$ cat src/common/wdsup_pkg.sv
/*
 * Constants for the windowed watchdog supervisor: timing figures in their
 * own units, cycle counts derived from them at the system clock rate.
 * Assumes a 100 MHz sys_clk standing in for the resistor-tuned time base.
 */
// How it works
// - hold reset low while monitor is low
// - keep reset low one period after recovery
// - any dropout restarts the full delay
// - monitor drop forces power-down reset
// - filter monitor drops shorter than 5 us
// - all timings from one time base
// - closed window starts at timer restart
// - open window follows, twice fraction long
// - missed service gives one short pulse
// - early clear resets and restarts timeout
// - clears ignored until power-up delay ends
// - unserviced cycles repeat until valid service
// - monitor drop overrides watchdog at once
package wdsup_pkg;
	localparam int unsigned CLK_PERIOD_PS       = 10000;
	localparam longint unsigned PERIOD_MS       = 100;
	localparam int unsigned PULSE_DIVISOR       = 40;
	localparam int unsigned OPEN_FRACTION_PCT   = 20;
	localparam int unsigned PCT_FULL            = 100;
	localparam longint unsigned SENSE_US        = 5;
	localparam longint unsigned PS_PER_MS       = 64'd1000000000;
	localparam longint unsigned PS_PER_US       = 64'd1000000;
	// cycle counts; the period rounds down, filter time rounds up
	localparam int unsigned PERIOD_CYC = int'((PERIOD_MS * PS_PER_MS) / CLK_PERIOD_PS);
	localparam int unsigned SENSE_CYC  = int'((SENSE_US * PS_PER_US + CLK_PERIOD_PS - 1) / CLK_PERIOD_PS);
	localparam int unsigned CNT_W      = 32;
	localparam logic [1:0] SYNC_INIT   = 2'h3;
	typedef enum logic [1:0] {
		ST_POR    = 2'b00,
		ST_CLOSED = 2'b01,
		ST_OPEN   = 2'b10,
		ST_PULSE  = 2'b11
	} wd_state_t;
endpackage : wdsup_pkg

$ cat src/verilog/window_watchdog_supervisor.sv
/*
 * Windowed watchdog and voltage-monitor reset sequencer.
 * Assumes monitor_in is the digital comparator output (high = above
 * threshold), asynchronous to sys_clk; watchdog_clear_n from the processor
 * pin. sys_rst_n drives an open-drain pin: oe low pulls it low.
 */
`timescale 1ns/1ps
module window_watchdog_supervisor
	import wdsup_pkg::*;
#(
	parameter int unsigned PERIOD_CYCLES = PERIOD_CYC,
	parameter int unsigned OPEN_PCT      = OPEN_FRACTION_PCT,
	parameter int unsigned PULSE_DIV     = PULSE_DIVISOR,
	parameter int unsigned SENSE_CYCLES  = SENSE_CYC
)(
	input  wire logic sys_clk,
	input  wire logic rst,
	input  wire logic clk_en,
	input  wire logic monitor_in,
	input  wire logic watchdog_clear_n,
	output logic      sys_rst_n,
	output logic      sys_rst_n_oe,
	output logic      wd_open
);
	// window lengths all derived from one period
	localparam int unsigned OPEN_HALF  = (PERIOD_CYCLES / PCT_FULL) * OPEN_PCT;
	localparam int unsigned CLOSED_LEN = PERIOD_CYCLES - OPEN_HALF;
	localparam int unsigned OPEN_LEN   = 2 * OPEN_HALF;
	localparam int unsigned PULSE_LEN  = PERIOD_CYCLES / PULSE_DIV;
	localparam logic [CNT_W-1:0] CLOSED_LAST = CNT_W'(CLOSED_LEN - 1);
	localparam logic [CNT_W-1:0] OPEN_LAST   = CNT_W'(OPEN_LEN - 1);
	localparam logic [CNT_W-1:0] PULSE_LAST  = CNT_W'(PULSE_LEN - 1);
	localparam logic [CNT_W-1:0] POR_LAST    = CNT_W'(PERIOD_CYCLES - 1);
	localparam logic [CNT_W-1:0] SENSE_LAST  = CNT_W'(SENSE_CYCLES - 1);
	localparam logic [CNT_W-1:0] CNT_ONE     = CNT_W'(1);

	typedef struct packed {
		logic [1:0]       mon_sync;
		logic             mon_ok;
		logic [CNT_W-1:0] low_cnt;
		wd_state_t        st;
		logic [CNT_W-1:0] cnt;
		logic             rst_low;
	} sup_state_t;
	sup_state_t state_reg;
	sup_state_t state_next;

	logic clr_level;
	logic clr_fall;

	sync_fall u_clr (
		.sys_clk (sys_clk),
		.rst     (rst),
		.clk_en  (clk_en),
		.pin_n   (watchdog_clear_n),
		.level   (clr_level),
		.fall    (clr_fall)
	);

	////////////////////////////////////////////////////////////////////////
	// sequencer

	always_comb begin
		state_next          = state_reg;
		state_next.mon_sync = {state_reg.mon_sync[0], monitor_in};
		// drop must persist for the sense time; shorter glitches ignored
		if (state_reg.mon_sync[1]) begin
			state_next.low_cnt = '0;
			state_next.mon_ok  = 1'b1;
		end else if (state_reg.low_cnt >= SENSE_LAST) begin
			state_next.mon_ok = 1'b0;
		end else begin
			state_next.low_cnt = state_reg.low_cnt + CNT_ONE;
		end
		state_next.cnt = state_reg.cnt + CNT_ONE;
		unique case (state_reg.st)
			// held in reset; clears ignored here
			ST_POR: begin
				state_next.rst_low = 1'b1;
				if (!state_reg.mon_ok)
					state_next.cnt = '0;
				else if (state_reg.cnt == POR_LAST) begin
					state_next.st      = ST_CLOSED;
					state_next.cnt     = '0;
					state_next.rst_low = 1'b0;
				end
			end
			ST_CLOSED: begin
				// an edge in the last closed cycle is a valid service, not an early one
				if (clr_fall && state_reg.cnt == CLOSED_LAST) begin
					state_next.st  = ST_CLOSED;
					state_next.cnt = '0;
				end else if (clr_fall) begin
					state_next.st      = ST_PULSE;
					state_next.cnt     = '0;
					state_next.rst_low = 1'b1;
				end else if (state_reg.cnt == CLOSED_LAST) begin
					state_next.st  = ST_OPEN;
					state_next.cnt = '0;
				end
			end
			ST_OPEN: begin
				if (clr_fall) begin
					state_next.st  = ST_CLOSED;
					state_next.cnt = '0;
				end else if (state_reg.cnt == OPEN_LAST) begin
					state_next.st      = ST_PULSE;
					state_next.cnt     = '0;
					state_next.rst_low = 1'b1;
				end
			end
			ST_PULSE: begin
				if (state_reg.cnt == PULSE_LAST) begin
					state_next.st      = ST_CLOSED;
					state_next.cnt     = '0;
					state_next.rst_low = 1'b0;
				end
			end
		endcase
		// monitor drop beats everything
		if (!state_reg.mon_ok) begin
			state_next.st      = ST_POR;
			state_next.cnt     = '0;
			state_next.rst_low = 1'b1;
		end
	end

	always_ff @(posedge sys_clk) begin
		if (rst)
			state_reg <= '{mon_sync: 2'h0, mon_ok: 1'b0, low_cnt: '0, st: ST_POR, cnt: '0, rst_low: 1'b1};
		else if (clk_en)
			state_reg <= state_next;
	end

	// open drain: enable low pulls the pin low
	assign sys_rst_n    = 1'b0;
	assign sys_rst_n_oe = ~state_reg.rst_low;
	assign wd_open      = (state_reg.st == ST_OPEN);

	////////////////////////////////////////////////////////////////////////
	// checks

	a_por_holds_reset: assert property (@(posedge sys_clk) disable iff (rst)
		(state_reg.st == ST_POR) |-> !sys_rst_n_oe) else $error("reset released during power-up");
	a_drop_forces_por: assert property (@(posedge sys_clk) disable iff (rst)
		(clk_en && !state_reg.mon_ok) |=> (state_reg.st == ST_POR)) else $error("monitor drop not obeyed");
	a_por_restart: assert property (@(posedge sys_clk) disable iff (rst)
		(clk_en && state_reg.st == ST_POR && !state_reg.mon_ok) |=> (state_reg.cnt == '0)) else $error("delay not restarted");
	a_por_release: assert property (@(posedge sys_clk) disable iff (rst)
		$rose(sys_rst_n_oe) && $past(state_reg.st) == ST_POR |-> $past(state_reg.cnt) == POR_LAST) else $error("early release");
	a_early_clear: assert property (@(posedge sys_clk) disable iff (rst)
		(clk_en && state_reg.mon_ok && state_reg.st == ST_CLOSED && clr_fall && state_reg.cnt != CLOSED_LAST)
		|=> (state_reg.st == ST_PULSE && !sys_rst_n_oe)) else $error("early clear not punished");
	a_open_service: assert property (@(posedge sys_clk) disable iff (rst)
		(clk_en && state_reg.mon_ok && state_reg.st == ST_OPEN && clr_fall)
		|=> (state_reg.st == ST_CLOSED && sys_rst_n_oe)) else $error("service not accepted");
	a_timeout_pulse: assert property (@(posedge sys_clk) disable iff (rst)
		(clk_en && state_reg.mon_ok && state_reg.st == ST_OPEN && !clr_fall && state_reg.cnt == OPEN_LAST)
		|=> (state_reg.st == ST_PULSE)) else $error("missed timeout");
	a_pulse_length: assert property (@(posedge sys_clk) disable iff (rst)
		(state_reg.st == ST_PULSE) |-> (state_reg.cnt <= PULSE_LAST && !sys_rst_n_oe)) else $error("pulse too long");
	a_closed_length: assert property (@(posedge sys_clk) disable iff (rst)
		(state_reg.st == ST_CLOSED) |-> (state_reg.cnt <= CLOSED_LAST)) else $error("closed window overrun");
	a_open_length: assert property (@(posedge sys_clk) disable iff (rst)
		(state_reg.st == ST_OPEN) |-> (state_reg.cnt <= OPEN_LAST)) else $error("open window overrun");
	// boundary edge must restart the timer with reset released
	a_boundary_service: assert property (@(posedge sys_clk) disable iff (rst)
		(clk_en && state_reg.mon_ok && state_reg.st == ST_CLOSED && clr_fall && state_reg.cnt == CLOSED_LAST)
		|=> (state_reg.st == ST_CLOSED && state_reg.cnt == '0 && sys_rst_n_oe)) else $error("boundary service lost");
	a_por_ignores_clear: assert property (@(posedge sys_clk) disable iff (rst)
		(clk_en && state_reg.st == ST_POR && state_reg.cnt != POR_LAST) |=> (state_reg.st == ST_POR))
		else $error("power-up delay cut short");
	a_pulse_release: assert property (@(posedge sys_clk) disable iff (rst)
		(clk_en && state_reg.mon_ok && state_reg.st == ST_PULSE && state_reg.cnt == PULSE_LAST)
		|=> (state_reg.st == ST_CLOSED && sys_rst_n_oe)) else $error("pulse not ended");
	// enable low must hold every counter, or windows would drift
	a_freeze_hold: assert property (@(posedge sys_clk) disable iff (rst)
		!clk_en |=> $stable(state_reg)) else $error("state moved while frozen");
	a_glitch_filter: assert property (@(posedge sys_clk) disable iff (rst)
		(clk_en && state_reg.mon_ok && state_reg.mon_sync[1]) |=> state_reg.mon_ok) else $error("monitor false trip");
endmodule : window_watchdog_supervisor

$ cat src/verilog/sync_fall.sv
/*
 * Two-flop synchroniser with falling-edge detect on the clear input.
 * Assumes the input idles high and pulses last well over two cycles.
 */
`timescale 1ns/1ps
module sync_fall
	import wdsup_pkg::*;
(
	input  wire logic sys_clk,
	input  wire logic rst,
	input  wire logic clk_en,
	input  wire logic pin_n,
	output logic      level,
	output logic      fall
);
	typedef struct packed {
		logic [1:0] sync;
		logic       last;
	} sf_state_t;
	sf_state_t state_reg;
	sf_state_t state_next;

	// first flop only feeds the second
	always_comb begin
		state_next      = state_reg;
		state_next.sync = {state_reg.sync[0], pin_n};
		state_next.last = state_reg.sync[1];
	end

	always_ff @(posedge sys_clk) begin
		if (rst)
			state_reg <= '{sync: SYNC_INIT, last: 1'b1};
		else if (clk_en)
			state_reg <= state_next;
	end

	assign level = state_reg.sync[1];
	assign fall  = clk_en & state_reg.last & ~state_reg.sync[1];
endmodule : sync_fall

$ cat config.mk
export PLATFORM = sky130hd
export DESIGN_NAME = window_watchdog_supervisor
export DESIGN_NICKNAME = d
export VERILOG_FILES = /design/src/common/wdsup_pkg.sv /design/src/verilog/window_watchdog_supervisor.sv /design/src/verilog/sync_fall.sv
export SDC_FILE = /design/constraint.sdc
export NUM_CORES = 1
export LEC_CHECK = 0
export BUFFER_PORTS_ARGS = -buffer_cell sky130_fd_sc_hd__buf_2
export CAP_MARGIN = 40
export CORE_MARGIN = 3
export CORE_UTILIZATION = 28
export CTS_BUF_LIST = sky130_fd_sc_hd__clkbuf_8 sky130_fd_sc_hd__clkbuf_16
export DETAILED_ROUTE_END_ITERATION = 10
export GPL_TIMING_DRIVEN = 0
export MAX_ROUTING_LAYER = met4
export PLACE_DENSITY = 0.47
export SYNTH_ARGS = -nofsm -noshare
export SYNTH_HDL_FRONTEND = slang
export SYNTH_HIERARCHICAL = 1
export SYNTH_SLANG_ARGS = --single-unit
export TNS_END_PERCENT = 5
$ cat constraint.sdc
create_clock -name sys_clk -period 3.1 [get_ports sys_clk]
set_input_delay 0.31 -clock sys_clk [delete_from_list [all_inputs] [get_ports sys_clk]]
set_output_delay 0.31 -clock sys_clk [all_outputs]
set_load 0.01 [all_outputs]
==> flow_summary.toml <==
[sta]
timing.final.crit_share = 0.934
min_period_ps = 2890
whs_ps = 178
timing.fmax_ghz = 0.345
fin_ws_ps = 206
worst_pin_slew_ps = 668
grt_setup_unrepaired = "no"
clock_skew_ps = 6.04
slew_headroom = 0.555
final_max_slew_viol_count = 0
finalHoldViolCount = 0
finalSetupViolCount = 0

[finish]
syn_to_final_growth_pct = 16.5
drive_gt1_frac = 0.114
largest_register_ffs = 69
n_antenna_cell = 0
final_nets = 459
fill_cells = 1388

[logic_synthesis]
synth_cell_types = 64
synth_compound_area_frac = 0.169
ys_warn_count = 6
yosysSeqAreaShare = 0.398
async_flop_share = 0
synth-simple-area-share = 0.327
synth_nets = 440
synth_top_family_by_area = "simple AND/OR/NAND/NOR gates"
yosysMostFrequentCell = "dfxtp_1"
synth_fa_ha_area_frac = 0.0102
synth_seq_cells = 73
synth_area_leaders = "dfxtp_1 (40%), and2_1 (5.1%), nand4_1 (3.9%), nand3_1 (3.7%), nor2_1 (3.7%)"
synth-edff-count = 0
yosysTopAreaCell = "dfxtp_1"
synth_mux_area_frac = 0.0246
yosys.area.top_type_share = 0.398
ys.flop_type = "dfxtp_1"
synth_area_um2 = 3670
ys_top_cells_by_count = "dfxtp_1 (73), nor2_1 (36), and2_1 (30)"
synth_xor_area_frac = 0.0191
synth.avg_cell_area_um2 = 8.49
netlist_instances = 432

[route]
wl_met2_mm = 4.10
dr.pass1.iters = 4
drt_iter0_drc = 226
drc_errors = 0
dr_wl_met3_um = 460
vias_per_cell = 5.13
ant_nets = 0
num_vias = 3216
wl_met1_mm = 4.73
highest_layer = "met4"
wire_per_inst_um = 15.1
finalWirelength_mm = 9.46

[global_routing]
grt_antenna_before_repair = 0
grt_pass1_wl_mm = 15.8
grtUsageTotal = 0.142
grt_start_max_net_pins = 13
grt_overflow = 0
grt_pass1_vias = 3093

[floorplanning]
coreArea_um2 = 12700
die_w_um = 120
floorplan.initialDensity = 0.288
die_height_um = 120
std_cell_rows = 41
die-area_um2 = 14500
io_pins = 8

[run]
drv_cap = 0

[setup_path]
critical_path_class = "reg -> reg"
path_common_cell = "ha_1"
startpoint_type = "flip-flop"
arrival_ps = 3130
crit_path_end_kind = "flip-flop"
cp_max_fo = 9
cpPeakStageDelay_ps = 430
crit_family = "simple AND/OR/NAND/NOR gates"
cp_cell_sequence = "ha_1 > nand3_4 > or3_4 > nor4b_2 > ha_1 > nor2_1 > o31ai_1 > a21o_1 > a21boi_2 > a311o_1 > a31o_1"
critPathLaunch = "state_reg[1]$_SDFFE_PP0P_"
worstReg2RegStart = "state_reg[1]$_SDFFE_PP0P_"
r2r_slack_ps = 210
cp.required_ps = 3330
slowest_stage = "or3_4"
cp_num_buf_inv = 0

[clocking]
clock-sinks = 73
htreeDepth = 3
clk_latency_ps = 340
cts-root-buf = "clkbuf_16"
cts_tree = "yes"
clk_pin_slew_ps = 60
clockBufferDepth = 2
cts_inserted_buffers = 9

[outcome]
outcome = "finished clean"

[placement]
globalplace.congestion = 0.878
portBuffers = 6
dp_hpwl_mm = 6.68
preCtsSetupSlack_ps = -109

[hold_path]
hold_path.class = "in -> reg"
hold_start = "watchdog_clear_n"

[power_and_ir_drop]
ir_drop_v = 0.000257
p_per_area_nw_per_um2 = 498
p_leak_nw = 1.46
cells by family (layout without fill, tap and decap cells):
family / count (synthesis) / count (layout)
xor+xnor: 8 / 8
flops: 73 / 73
fa+ha+maj: 3 / 3
buf+inv: 38 / 61
simple gates: 211 / 211
mux: 9 / 9
compound gates: 89 / 89
other cells: 1 / 1
where the power goes:
group | internal, W | switching (W)
logic | 0.0000250 | 0.0000481
clock network | 0.000697 | 0.000409
registers | 0.000945 | 0.00000534
total | 0.00167 | 0.000463
final cells by class:
| type | count | area [um2] | area share |
|---|---|---|---|
| Multi-Input combinational cell | 321 | 2060 | 0.481 |
| Sequential cell | 73 | 1460 | 0.342 |
| Clock buffer | 9 | 225 | 0.0527 |
| Tap cell | 172 | 215 | 0.0503 |
| Buffer | 24 | 134 | 0.0313 |
| Clock inverter | 6 | 85.1 | 0.0199 |
| Inverter | 14 | 52.6 | 0.0123 |
| Timing Repair Buffer | 8 | 45.0 | 0.0105 |
path summary, 6_finish.rpt:
check,endpoint,depth (start not counted)
max,state_reg[34]$_SDFFE_PP0P_,11
min,u_clr/state_next[2]$_SDFFE_PP1P_,2
min reg2reg,state_reg[59]$_SDFFE_PP0P_,1
max reg2reg,state_reg[34]$_SDFFE_PP0P_,11
layout by cell type, fill, tap and decap left out, drive strengths merged, types with 3 or more instances in the layout:
master,Yosys,layout
nor4,13,13
xor2,6,6
a31oi,17,17
nor4b,4,4
inv,13,14
o22ai,4,4
clkbuf,12,21
nor2,38,38
and4,5,5
dfxtp,73,73
nand3,29,29
ha,3,3
o21ai,11,11
nand2,28,28
nor2b,5,5
nand4,24,24
and2,30,30
a211oi,3,3
or3,6,6
and3,6,6
o31ai,12,12
clkinv,1,3
nor3,12,12
buf,12,20
mux2i,9,9
a211o,3,3
a21oi,23,23
per-layer routing:
layer	up-vias	track usage
met3	12	0.0365
met2	55	0.203
li1	1631	-
met4	0	0.0616
met1	1518	0.190
met5	-	-
stage by stage:
step / total power, W / TNS [ps] / std cells / utilization / cell area [um2]
after global routing: 0.00222 / 0 / 627 / 0.336 / 4280
final: 0.00213 / 0 / 627 / 0.336 / 4280
after detailed placement: 0.00104 / -1340 / 610 / 0.308 / 3910
after CTS: 0.00217 / 0 / 625 / 0.333 / 4240
after global placement: 0.00104 / -585 / 610 / 0.308 / 3910
after floorplan: 0.00102 / 0 / 432 / - / 3670
timing repair:
| item | 4_1_cts | 5_1_grt |
|---|---|---|
| setup endpoints to repair | 29 | 29 |
| setup buffers | 0 | 2 |
| gates cloned | 0 | 0 |
| hold buffers | 0 | 0 |
| resized for setup | 3 | 3 |
| pin swaps | 0 | 1 |
Note: power is estimated with default switching activity, not from simulation.
